[config.mk]
export PLATFORM = sky130hd
export DESIGN_NAME = octal_switch_channel_control
export DESIGN_NICKNAME = d
export VERILOG_FILES = /design/src/octal_switch_pkg.sv /design/src/channel_protect.sv /design/src/octal_switch_channel_control.sv
export VERILOG_INCLUDE_DIRS = /design/src
export SDC_FILE = /design/constraint.sdc
export NUM_CORES = 1
export LEC_CHECK = 0
export BUFFER_PORTS_ARGS = -buffer_cell sky130_fd_sc_hd__buf_2
export CAP_MARGIN = 20
export CORE_MARGIN = 2
export CORE_UTILIZATION = 60
export DETAILED_ROUTE_END_ITERATION = 6
export GPL_TIMING_DRIVEN = 0
export PLACE_DENSITY = 0.83
export SETUP_SLACK_MARGIN = 0.5
export SLEW_MARGIN = 25
export SYNTH_ARGS = -nofsm -noshare
export SYNTH_HDL_FRONTEND = slang
export SYNTH_SLANG_ARGS = --single-unit
[constraint.sdc]
create_clock -name i_core_clk -period 3.25 [get_ports i_core_clk]
set_input_delay 0.325 -clock i_core_clk [delete_from_list [all_inputs] [get_ports i_core_clk]]
set_output_delay 0.325 -clock i_core_clk [all_outputs]
set_load 0.03 [all_outputs]
[src/octal_switch_map.svh]
/*
  constants for the octal switch channel control: config defaults, channel
  count and protection timing, expressed in core clock cycles.
  assumes a 100 MHz core clock.
*/
`ifndef OCTAL_SWITCH_MAP_SVH
`define OCTAL_SWITCH_MAP_SVH

`define OSW_CHANNELS        8
`define OSW_PAR_CHANNELS    4
`define OSW_MAPPED_CH       3
`define OSW_MAP_DEFAULT     8'h08
`define OSW_CFG_DEFAULT     8'h00
`define OSW_CLK_MHZ         100
`define OSW_FAULT_FILTER_US 100
`define OSW_OVL_OFF_US      10
`define OSW_SLEW_FAST_US    15
`define OSW_SLEW_SLOW_US    60
`define OSW_FAULT_FILTER_CYC (`OSW_FAULT_FILTER_US * `OSW_CLK_MHZ)
`define OSW_OVL_OFF_CYC     (`OSW_OVL_OFF_US * `OSW_CLK_MHZ)
`define OSW_SLEW_FAST_CYC   (`OSW_SLEW_FAST_US * `OSW_CLK_MHZ)
`define OSW_SLEW_SLOW_CYC   (`OSW_SLEW_SLOW_US * `OSW_CLK_MHZ)
`define OSW_CNT_W           16

`endif

[src/octal_switch_pkg.sv]
/*
  types shared by the octal switch channel control.
  assumes nothing beyond the map header.
*/
package octal_switch_pkg;

  typedef struct packed {
    logic [7:0] input_map;
    logic [7:0] combine_operation_config;
    logic [7:0] overload_behaviour_config;
    logic [7:0] overtemp_behaviour_config;
    logic [7:0] slew_select_config;
  } channel_cfg_t;

  typedef struct packed {
    logic overtemp;
    logic overload;
  } channel_diag_t;

  typedef enum logic [1:0] {
    CH_OFF,
    CH_ON,
    CH_OT_WAIT,
    CH_OVL_LATCH
  } channel_state_t;

endpackage

[src/channel_protect.sv]
/*
  one output channel: protection state machine, overload timers and slew
  timer. assumes synchronous inputs and a combined command computed outside.
*/
`timescale 1ns/1ns
`default_nettype none
`include "octal_switch_map.svh"

module channel_protect #(
  parameter int FAULT_FILTER_CYC = `OSW_FAULT_FILTER_CYC,
  parameter int OVL_OFF_CYC      = `OSW_OVL_OFF_CYC,
  parameter int SLEW_FAST_CYC    = `OSW_SLEW_FAST_CYC,
  parameter int SLEW_SLOW_CYC    = `OSW_SLEW_SLOW_CYC
) (
  // clock and reset
  input  wire logic                           i_core_clk,
  input  wire logic                           i_reset_n,
  input  wire logic                           i_sleep,
  input  wire logic                           i_diag_clear,
  // control
  input  wire logic                           i_cmd,
  input  wire logic                           i_cmd_rise,
  input  wire logic                           i_overtemp_latching,
  input  wire logic                           i_overload_shutdown,
  input  wire logic                           i_slow_slew,
  // sensors
  input  wire logic                           i_overtemp_sense,
  input  wire logic                           i_current_limit,
  // results
  output logic                                o_gate,
  output logic                                o_switching,
  output octal_switch_pkg::channel_diag_t     o_diag
);

  octal_switch_pkg::channel_state_t state_reg;
  octal_switch_pkg::channel_state_t state_next;
  logic [`OSW_CNT_W-1:0] limit_cnt_reg;
  logic [`OSW_CNT_W-1:0] slew_cnt_reg;
  logic                  gate_reg;
  logic                  ot_flag_reg;
  logic                  ovl_flag_reg;

  wire ot_trip     = (state_reg == octal_switch_pkg::CH_ON) & i_overtemp_sense;
  wire ovl_trip    = i_overload_shutdown & (limit_cnt_reg >= OVL_OFF_CYC[`OSW_CNT_W-1:0]);
  wire filter_trip = limit_cnt_reg >= FAULT_FILTER_CYC[`OSW_CNT_W-1:0];
  wire [`OSW_CNT_W-1:0] slew_load = i_slow_slew ? SLEW_SLOW_CYC[`OSW_CNT_W-1:0]
                                                : SLEW_FAST_CYC[`OSW_CNT_W-1:0];

  always_comb begin
    state_next = state_reg;
    unique case (state_reg)
      octal_switch_pkg::CH_OFF: begin
        if (i_cmd) begin
          state_next = octal_switch_pkg::CH_ON;
        end
      end
      octal_switch_pkg::CH_ON: begin
        if (ot_trip) begin
          state_next = octal_switch_pkg::CH_OT_WAIT;
        end else if (ovl_trip) begin
          state_next = octal_switch_pkg::CH_OVL_LATCH;
        end else if (!i_cmd) begin
          state_next = octal_switch_pkg::CH_OFF;
        end
      end
      octal_switch_pkg::CH_OT_WAIT: begin
        // latching waits for a fresh rising command; auto-restart waits for cooling
        if (i_overtemp_latching) begin
          if (i_cmd_rise) begin
            state_next = octal_switch_pkg::CH_ON;
          end
        end else if (!i_overtemp_sense) begin
          state_next = i_cmd ? octal_switch_pkg::CH_ON : octal_switch_pkg::CH_OFF;
        end
      end
      octal_switch_pkg::CH_OVL_LATCH: begin
        if (i_cmd_rise) begin
          state_next = octal_switch_pkg::CH_ON;
        end
      end
    endcase
  end

  always_ff @(posedge i_core_clk) begin
    if (!i_reset_n || i_sleep) begin
      state_reg <= octal_switch_pkg::CH_OFF;
    end else begin
      state_reg <= state_next;
    end
  end

  // current limit duration, counted only while conducting
  always_ff @(posedge i_core_clk) begin
    if (!i_reset_n || i_sleep || state_reg != octal_switch_pkg::CH_ON || !i_current_limit) begin
      limit_cnt_reg <= '0;
    end else if (limit_cnt_reg != {`OSW_CNT_W{1'b1}}) begin
      limit_cnt_reg <= limit_cnt_reg + 1'b1;
    end
  end

  wire gate_next = (state_next == octal_switch_pkg::CH_ON);

  always_ff @(posedge i_core_clk) begin
    if (!i_reset_n || i_sleep) begin
      gate_reg     <= 1'b0;
      slew_cnt_reg <= '0;
    end else begin
      gate_reg <= gate_next;
      if (gate_next != gate_reg) begin
        slew_cnt_reg <= slew_load;
      end else if (slew_cnt_reg != '0) begin
        slew_cnt_reg <= slew_cnt_reg - 1'b1;
      end
    end
  end

  // set wins over the clear so an event in the clearing cycle survives
  always_ff @(posedge i_core_clk) begin
    if (!i_reset_n || i_sleep) begin
      ot_flag_reg  <= 1'b0;
      ovl_flag_reg <= 1'b0;
    end else begin
      ot_flag_reg  <= ot_trip | (ot_flag_reg & ~i_diag_clear);
      ovl_flag_reg <= (state_reg == octal_switch_pkg::CH_ON & (ovl_trip | filter_trip))
                      | (ovl_flag_reg & ~i_diag_clear);
    end
  end

  assign o_gate          = gate_reg;
  assign o_switching     = slew_cnt_reg != '0;
  assign o_diag.overtemp = ot_flag_reg;
  assign o_diag.overload = ovl_flag_reg;

endmodule
`default_nettype wire

[src/octal_switch_channel_control.sv]
/*
  eight-channel low-side switch control: combines serial bits with parallel
  inputs, maps the fourth parallel input, and runs per-channel protection.
  assumes configuration words arrive already decoded from the serial link,
  pins synchronous to i_core_clk, and the reset pin as an active low level.
*/
`timescale 1ns/1ns
`default_nettype none
`include "octal_switch_map.svh"

module octal_switch_channel_control (
  // clock and reset
  input  wire logic                                i_core_clk,
  input  wire logic                                i_reset_n,
  // device pins
  input  wire logic                                i_reset_pin_n,
  input  wire logic                                i_input_polarity_pin,
  input  wire logic [2:0]                          i_parallel_in,
  input  wire logic                                i_mapped_parallel_input,
  // configuration from the serial link
  input  wire logic                                i_cfg_write,
  input  wire octal_switch_pkg::channel_cfg_t      i_cfg,
  input  wire logic                                i_cfg_defaults,
  input  wire logic                                i_onoff_write,
  input  wire logic [7:0]                          i_onoff,
  input  wire logic                                i_diag_clear,
  // sensors
  input  wire logic [7:0]                          i_overtemp_sense,
  input  wire logic [7:0]                          i_current_limit,
  // outputs
  output logic [7:0]                               o_gate,
  output logic [7:0]                               o_switching,
  output logic [7:0]                               o_onoff,
  output octal_switch_pkg::channel_cfg_t           o_cfg,
  output logic [15:0]                              o_diag,
  output logic                                     o_fault,
  output logic                                     o_sleep
);

  octal_switch_pkg::channel_cfg_t cfg_reg;
  logic [7:0]                     onoff_reg;
  logic [7:0]                     cmd_prev_reg;
  logic                           sleep_reg;
  octal_switch_pkg::channel_diag_t diag_w [`OSW_CHANNELS];

  wire sleep = ~i_reset_pin_n;

  function automatic logic active_level(input logic pin, input logic polarity);
    active_level = polarity ? pin : ~pin;
  endfunction

  wire [2:0] par_low;
  wire       mapped_act = active_level(i_mapped_parallel_input, i_input_polarity_pin);
  wire [7:0] par_act;
  wire [7:0] cmd;
  wire [7:0] cmd_rise;

  genvar g;
  generate
    for (g = 0; g < `OSW_PAR_CHANNELS - 1; g++) begin : g_par
      assign par_low[g] = active_level(i_parallel_in[g], i_input_polarity_pin);
    end
  endgenerate

  generate
    for (g = 0; g < `OSW_CHANNELS; g++) begin : g_ch
      // mapped input joins each channel's own parallel input where one exists
      if (g < `OSW_PAR_CHANNELS - 1) begin : g_own
        assign par_act[g] = par_low[g] | (cfg_reg.input_map[g] & mapped_act);
      end else begin : g_map
        assign par_act[g] = cfg_reg.input_map[g] & mapped_act;
      end
      assign cmd[g] = cfg_reg.combine_operation_config[g]
                    ? (par_act[g] & onoff_reg[g])
                    : (par_act[g] | onoff_reg[g]);
      assign cmd_rise[g] = cmd[g] & ~cmd_prev_reg[g];

      channel_protect u_channel (
        .i_core_clk          (i_core_clk),
        .i_reset_n           (i_reset_n),
        .i_sleep             (sleep),
        .i_diag_clear        (i_diag_clear),
        .i_cmd               (cmd[g]),
        .i_cmd_rise          (cmd_rise[g]),
        .i_overtemp_latching (cfg_reg.overtemp_behaviour_config[g]),
        .i_overload_shutdown (cfg_reg.overload_behaviour_config[g]),
        .i_slow_slew         (cfg_reg.slew_select_config[g]),
        .i_overtemp_sense    (i_overtemp_sense[g]),
        .i_current_limit     (i_current_limit[g]),
        .o_gate              (o_gate[g]),
        .o_switching         (o_switching[g]),
        .o_diag              (diag_w[g])
      );
      assign o_diag[2*g+1:2*g] = sleep ? 2'b00 : diag_w[g];
    end
  endgenerate

  // configuration survives sleep; only on/off is cleared so wake follows pins
  always_ff @(posedge i_core_clk) begin
    if (!i_reset_n || i_cfg_defaults) begin
      cfg_reg.input_map                 <= `OSW_MAP_DEFAULT;
      cfg_reg.combine_operation_config  <= `OSW_CFG_DEFAULT;
      cfg_reg.overload_behaviour_config <= `OSW_CFG_DEFAULT;
      cfg_reg.overtemp_behaviour_config <= `OSW_CFG_DEFAULT;
      cfg_reg.slew_select_config        <= `OSW_CFG_DEFAULT;
    end else if (i_cfg_write && !sleep) begin
      cfg_reg <= i_cfg;
    end
  end

  always_ff @(posedge i_core_clk) begin
    if (!i_reset_n || sleep || i_cfg_defaults) begin
      onoff_reg <= `OSW_CFG_DEFAULT;
    end else if (i_onoff_write) begin
      onoff_reg <= i_onoff;
    end
  end

  // previous command starts low: a command already on at release reads as an edge,
  // harmless because every channel leaves reset in the off state
  always_ff @(posedge i_core_clk) begin
    if (!i_reset_n) begin
      cmd_prev_reg <= 8'h00;
      sleep_reg    <= 1'b0;
    end else begin
      cmd_prev_reg <= cmd;
      sleep_reg    <= sleep;
    end
  end

  assign o_onoff = onoff_reg;
  assign o_cfg   = cfg_reg;
  assign o_fault = |o_diag;
  assign o_sleep = sleep_reg;

endmodule
`default_nettype wire

# After elaboration in Yosys (flattened, before gate mapping)
# Index checks and enable logic that the tools add are counted.
# Widths: inputs -> output; s select.
# classes
mux	116
bitwise_logic	113
n_lt_le_gt_ge	16
n_eq_ne	56
add_sub_neg	16
n_reduce_logical	54
# op_table
operator	count
$mux 16	16
$add 16x1->16 const B	8
$ge 16x10->1 const B	8
$ge 16x14->1 const B	8
$mux 2	64
$ne 16x16->1 const B	8
$reduce_bool 16->1	8
$sub 16x1->16 const B	8
$mux 13	8
$and 1x1->1	64
$pmux 2 s4	8
$or 1x1->1	35
$eq 2x1->1 const B	16
$eq 2x2->1 const B	16
$mux 1	20
$logic_or 1x1->1	19
$logic_not 2->1	8
$ne 2x1->1 const B	8
$reduce_bool 2->1	8
$reduce_or 16->1	1
$not 1->1	14
$logic_not 1->1	9
$ne 1x1->1	8
$logic_and 1x1->1	1
# totals
wordCells	427
out_inout_bits	82
regBits	353
inputBits	76

# Logic depth before layout (Yosys ltp)
# Gate-level depths: netlist of the first run.
# logic_depth
ltp_word	13
depth_mapped	10
mapped_depth_nobuf	9

# Modules after synthesis
# A second synthesis of the first run with hierarchy kept.
# unflattened
hier_cells	2081
hier_area_um2	17957.2
# by_module_without_submodules
mod	instances	area_per_inst_um2	seq_area_each_um2	cells_per_inst
channel_protect (g_ch[0].u_channel ...)	7	1923.1	740.7	220
octal_switch_channel_control	1	2403.6	1141.1	293
channel_protect (g_ch[7].u_channel)	1	2092.0	740.7	248

# Least setup slack after synthesis of the first run
# OpenSTA, ideal clock, no wires.
# synth_path
path_type	reg-to-reg
startpoint	register g_ch[4].u_channel.slew_cnt_reg[0]
endpoint	register g_ch[4].u_channel.slew_cnt_reg[6]
arrival_time_ns	2.363
setup_ns	0.135
required_ns	3.115
path_buffers	1
synth_period_minus_slack_ns	2.498
slack_ns	0.752
stages_incl_launch_ff	11
path_cell_list	dfxtp_1 inv_1 ha_1 or3b_2 or4b_1 nand2b_1 clkbuf_1 nor2b_1 nand2_1 xor2_1 a21oi_1
# synth_between
elab_cells_between_ends	5
cone_classes	add/sub (1); mux (2); reduce/logical (2)
# synth_lines
element	line	rtl
start, declared	channel_protect.sv:38	logic [`OSW_CNT_W-1:0] slew_cnt_reg;
start signal, assigned	channel_protect.sv:110	slew_cnt_reg <= slew_load;
start signal, assigned	channel_protect.sv:112	slew_cnt_reg <= slew_cnt_reg - 1'b1;
$reduce_bool 16->1	-	
via g_ch[4].u_channel.o_switching	channel_protect.sv:31	output logic o_switching,
$reduce_bool 2->1 (no line)	-	
# The timed path passes the listed nets, and every way through them passes these cells. The select of a mux whose other input is x is not followed.
# A chain may end at the register's enable or synchronous reset.

# Final worst setup path of the first run
# layout_path
startpoint	register g_ch[4].u_channel.slew_cnt_reg[0]
endpoint	output o_switching[4]
# layout_between
elab_chain_len	1
# layout_lines
element	line	rtl
$reduce_bool 16->1	channel_protect.sv:130	assign o_switching = slew_cnt_reg != '0;
end, declared	octal_switch_channel_control.sv:32	output logic [7:0] o_switching,
# No other way between the ends.

==> out/metrics.cfg, run 1 <==
[timing]
report.final.slew_viol_count = 0
rsz0062_at_grt = true
max_freq_mhz = 346
timing.slew.headroom = 0.281
setup_tns_ns = 0
fin_crit_ns = 2.89
hold_violations = 0
fin_skew_ns = 0.0133
fin_crit_sh = 0.890
setup_violations = 0
tightest_slew_ns = 1.08

[logic_synthesis]
synth_flop_cell = dfxtp_1
synth_area_leaders = dfxtp_1 40%, nor2_1 5.8%, nand2_1 5.0%
synth_seq_cells = 353
ys_warn_count = 0
synthesis.area_mm2 = 0.0175
synth_top_area_frac = 0.404
ys_types = 81
synth.most_common_cell = dfxtp_1
syn-mean-instance-area_um2 = 8.18
syn-num-nets = 2237
synth_common_cells = 353 x dfxtp_1, 269 x nor2_1, 235 x nand2_1
ys_seq_area_frac = 0.404
synth.largest_area_cell = dfxtp_1
synth_edf_count = 0
async_reset_ff_frac = 0
netlist_instances = 2137

[drt]
wl_met1_mm = 19.7
drc_errors = 0
route.met3.wl_mm = 3.99
routed.top_layer = met5
dr.first_iter.drc_count = 1477
routed_wl_mm = 49.2
firstDrtPassIters = 5
vias = 16700
ant_nets = 0
wl_met2_mm = 23.0
viasPerCell = 6.01
wl_per_cell_um = 17.7

[critical_path]
slowest_delay_ns = 0.55
cpLargestDelayFamily = simple AND/OR/NAND/NOR gates
cp_slowest_cell = or4b_4
critPathRequiredTime_ns = 2.92
worstSetupEndpointType = primary output
crit_top_cell = buf_6
critical_path.cell_chain = inv_4, ha_4, or3b_4, or4b_4, nand2b_4, buf_8, buf_6, buf_6
cp.arrival_ns = 2.57
path_buf_inv = 4
critical_path_class = register to primary output
cp_max_fo = 4
cp-start-kind = register

[global_routing]
grt_pass1_vias = 15700
overflow = 0
grt_max_degree = 14
grtUsageTotal = 0.307
antenna_found_initial = 4
grt_pass1_wl_mm = 77.0

[final_layout]
final_nets = 2463
post-route-util = 0.716
layout-drive-gt1-share = 0.158
nFillCells = 2175
area_delta_synth_final_pct = 17.5

[run_status]
status = finished, final reports clean

[power]
max-vdd-ir-drop_uv = 414
power.leakage_uw = 0.00782
powerDensity_mw_per_mm2 = 828

[floorplanning]
die-height_um = 175
rows = 62
dieArea_mm2 = 0.0305
core_mm2 = 0.0287
ios = 158
die_x_um = 175
start_util = 0.609

[clock_tree]
cts_tree = done
clk-insertion-delay-late_ns = 0.53
htree_levels = 2
cts-buffers-inserted = 38
clockRootBuffer = clkbuf_16
cts_buffer_depth = 3
cts_hold_buf = 0
cts.clk_slew.worst_paths_ns = 0.06
clkSinkCount = 353

[min_path]
hold_class = input pin to register

[run]
max_cap_violations = 0

[placement]
io_buffers = 155
hpwl_mm = 33.7
gp_congestion = 0.924

power breakdown:
part           switching (uW)  leakage, uW  total, uW  internal (uW)
clock                    1750     0.000625       4320           2570
sequential                579      0.00286       5420           4850
combinational            3940      0.00433       7270           3330
total                    6270      0.00782      17000          10700
area by class of cell:
| cell class | count | area (um^2) | share of cell area |
|---|---|---|---|
| Multi-Input combinational cell | 1610 | 9860 | 0.480 |
| Sequential cell | 353 | 7080 | 0.344 |
| Clock buffer | 51 | 1120 | 0.0547 |
| Timing Repair Buffer | 186 | 1020 | 0.0498 |
| Buffer | 109 | 604 | 0.0294 |
| Tap cell | 384 | 480 | 0.0234 |
| Inverter | 65 | 246 | 0.0120 |
| Clock inverter | 13 | 119 | 0.00579 |
| Antenna cell | 3 | 7.51 | 0.000365 |
metrics by stage:
stage | std cells | power [uW] | setup slack [ns] | cell area (um^2) | hold slack, ns
finish | 2774 | 17000 | 0.356 | 20500 | 0.0167
global route | 2772 | 17900 | 0.306 | 20500 | 0.0138
CTS | 2750 | 16200 | 0.266 | 20200 | 0.00619
detailed placement | 2676 | 11200 | 0.0436 | 18700 | 0.444
global placement | 2676 | 11000 | 0.161 | 18700 | 0.438
floorplan | 2137 | 10000 | 0.752 | 17500 | 0.432
repair_timing:
item,4_1_cts,5_1_grt
pin swaps,10,12
endpoints found under the hold margin,0,0
resized for setup,38,42
buffers inserted,10,21
setup endpoints to repair,30,76
worst register-to-register path: cells and delay by family, from the launching register on:
family | cells | cell delay [ns]
AOI/OAI and AO/OA | 4 | 1.31
DFF | 1 | 0.30
buffers and inverters | 1 | 0.19
and+or+nand+nor | 3 | 0.81
logic make-up (layout without fill, tap and decap cells):
family,count (synthesis),in the layout,synth area share
AO/OA/AOI/OAI,336,336,0.123
XOR/XNOR,186,186,0.0964
adder cells (fa/ha/maj),24,24,0.0172
buffers and inverters,174,424,0.0469
flip-flops,353,353,0.404
multiplexers,46,46,0.0270
other,0,3,0
AND/OR/NAND/NOR,1018,1018,0.285
cell usage in the layout, fill, tap and decap left out, types with 10 or more instances in the layout:
cell type    n
o22ai_1     13
nand2_1    232
nor2_1     269
a22oi_1     14
and2_1      34
buf_2      158
ha_1        23
nand2b_1    21
nand4_1     33
xor2_1      87
xnor2_1     92
inv_1       62
buf_4       72
or4_1       12
nor2b_1     24
and3_1      27
a21oi_1    129
nor4_1      37
a211oi_1    14
nor3b_1     15
nand3_1    117
nand3b_1    15
clkbuf_1    56
clkinv_2    10
a31oi_1     22
or3_1       20
o211ai_1    13
o21ai_0     43
nor3_1     101
dfxtp_1    348
mux2i_1     37
clkbuf_16   41
final timing paths:
check	from	endpoint	slack (ns)	cells past startpoint
setup reg to reg	g_ch[7].u_channel.limit_cnt_reg[12]	g_ch[7].u_channel.slew_cnt_reg[7]	0.54	8
hold / removal	i_cfg[35]	o_cfg[35]	0.02	3
hold reg to reg	g_ch[2].u_channel.ovl_flag_reg	g_ch[2].u_channel.ovl_flag_reg	0.46	2
setup / recovery	g_ch[4].u_channel.slew_cnt_reg[0]	o_switching[4]	0.36	8
per-layer routing:
layer  up-vias  global-route usage
met5         -                   0
met4         4               0.151
met3       158              0.0544
met2       691               0.517
met1      7889               0.380
li1       7923                   -
Note: power is estimated with default switching activity, not from simulation.
==> inputs of run 2 (changes only) <==
--- a/config.mk
+++ b/config.mk
@@ -8,6 +8,7 @@
 export LEC_CHECK = 0
 export BUFFER_PORTS_ARGS = -buffer_cell sky130_fd_sc_hd__buf_2
 export CAP_MARGIN = 20
+export CORE_ASPECT_RATIO = 0.7
 export CORE_MARGIN = 2
 export CORE_UTILIZATION = 60
 export DETAILED_ROUTE_END_ITERATION = 6
==> run 2 against run 1 <==
  * Maximum frequency up 0.38%
  * Total power down 1.9%
  * Final area down 0.48%
  * Combinational power down 2%
  * Routed wire length down 2.4%
  * Non-clock buffer count down 1
  * Register-to-register slack better by 0.07 ns
==> out/metrics.cfg, run 2 (synthesis gave the netlist of run 1 again) <==
[drt]
wl_met1_mm = 21.1
drc_errors = 0
ant_nets = 0
route.met3.wl_mm = 3.90
viasPerCell = 5.97
firstDrtPassIters = 5
routed.top_layer = met5
vias = 16500
routed_wl_mm = 48.1
wl_per_cell_um = 17.4
wl_met2_mm = 21.4
dr.first_iter.drc_count = 1493

[power]
max-vdd-ir-drop_uv = 424
p_comb_frac = 0.425
power.leakage_uw = 0.00774
clock_power_share = 0.250
swShare = 0.367
p_sw_uw = 6120
internal_power_uw = 10600
p_total_uw = 16700
powerDensity_mw_per_mm2 = 816
seqPwrFrac = 0.324

[critical_path]
critPathRequiredTime_ns = 2.92
slowest_delay_ns = 0.56
cp-start-kind = register
r2r_start = g_ch[1].u_channel.limit_cnt_reg[10]
critical_path.cell_chain = or4_4, nor4_4, nand2_1, or4_4, buf_6, buf_4, buf_6
cp_slowest_cell = or4_4
cp_max_fo = 2
worstSetupEndpointType = primary output
startpoint = g_ch[1].u_channel.slew_cnt_reg[5]
critical_path_class = register to primary output
cp.arrival_ns = 2.56

[timing]
fin_crit_sh = 0.887
tightest_slew_ns = 1.02
rsz0062_at_grt = true
setup_violations = 0
max_freq_mhz = 347
fin_skew_ns = 0.0107
report.final.slew_viol_count = 0
timing.slew.headroom = 0.312
hold_violations = 0
setup_tns_ns = 0
fin_crit_ns = 2.88

[floorplanning]
die-height_um = 147
core_mm2 = 0.0288
ios = 158
start_util = 0.608
dieArea_mm2 = 0.0305
rows = 52
die_x_um = 208

[clock_tree]
cts_tree = done
cts.clk_slew.worst_paths_ns = 0.06
clockRootBuffer = clkbuf_16
clkSinkCount = 353
cts_buffer_depth = 3
cts-buffers-inserted = 36
htree_levels = 2
clk-insertion-delay-late_ns = 0.53

[global_routing]
antenna_found_initial = 6
grt_pass1_vias = 15300
overflow = 0
grt_max_degree = 16
grt_pass1_wl_mm = 76.8
grtUsageTotal = 0.305

[placement]
io_buffers = 155
gp_congestion = 0.934
hpwl_mm = 33.9

[run]
max_cap_violations = 0

[min_path]
hold_class = input pin to register
hold_start = i_onoff[5]

[final_layout]
area_delta_synth_final_pct = 17.0
layout_common_cells = 348 x dfxtp_1, 269 x nor2_1, 233 x nand2_1
layout-drive-gt1-share = 0.153
layout_commonest_cell = dfxtp_1
final_nets = 2460

[run_status]
status = finished, final reports clean

run 2: metrics by stage:
stage	setup WS [ns]	hold slack, ns	cell area [um^2]	utilization	instances
after floorplan	0.752	0.432	17500	-	2137
after global placement	0.0238	0.439	18700	0.651	2670
after detailed placement	-0.00327	0.442	18700	0.651	2670
after CTS	0.286	0.0113	20200	0.704	2750
after global routing	0.312	0.0361	20400	0.711	2765
final	0.367	0.0291	20400	0.711	2767
run 2: worst max-delay path: cells and delay by family, from the launching register on:
family / cells / cell delay, ns
DFF: 1 / 0.32
and+or+nand+nor: 4 / 1.29
buffers and inverters: 3 / 0.41
run 2: worst paths after layout:
kind                                                          end  slack, ns  depth (start not counted)
worst max-delay path                               o_switching[1]       0.37                          7
worst min-delay path                                   o_onoff[5]       0.03                          3
worst max register to register  g_ch[1].u_channel.slew_cnt_reg[8]       0.61                          8
worst min register to register      g_ch[1].u_channel.ot_flag_reg       0.45                          2
run 2: metal layers:
layer | up-vias | track usage
li1 | 7940 | -
met1 | 7754 | 0.421
met2 | 689 | 0.471
met3 | 130 | 0.0631
met4 | 4 | 0.119
met5 | - | 0
run 2: layout make-up:
cell class | count | area (um^2)
Multi-Input combinational cell | 1610 | 9850
Fill cell | 2247 | 8310
Sequential cell | 353 | 7070
Clock buffer | 53 | 1040
Timing Repair Buffer | 185 | 1030
Buffer | 109 | 604
Tap cell | 378 | 473
Inverter | 65 | 244
Clock inverter | 9 | 129
Antenna cell | 5 | 12.5
run 2: power by group through the flow:
stage,Clock [uW],Combinational [uW],Sequential (uW)
floorplan,0,4730,5320
global placement,0,5590,5390
detailed placement,0,5800,5420
CTS,4230,6670,5370
global route,4410,7750,5480
finish,4180,7100,5410
run 2: what timing repair did:
| action | CTS | global route |
|---|---|---|
| hold buffers | 1 | 0 |
| endpoints found under the setup margin | 51 | 71 |
| gates resized for setup | 48 | 26 |
| pin swaps | 12 | 9 |
| setup buffers | 17 | 12 |
| endpoints found under the hold margin | 1 | 0 |
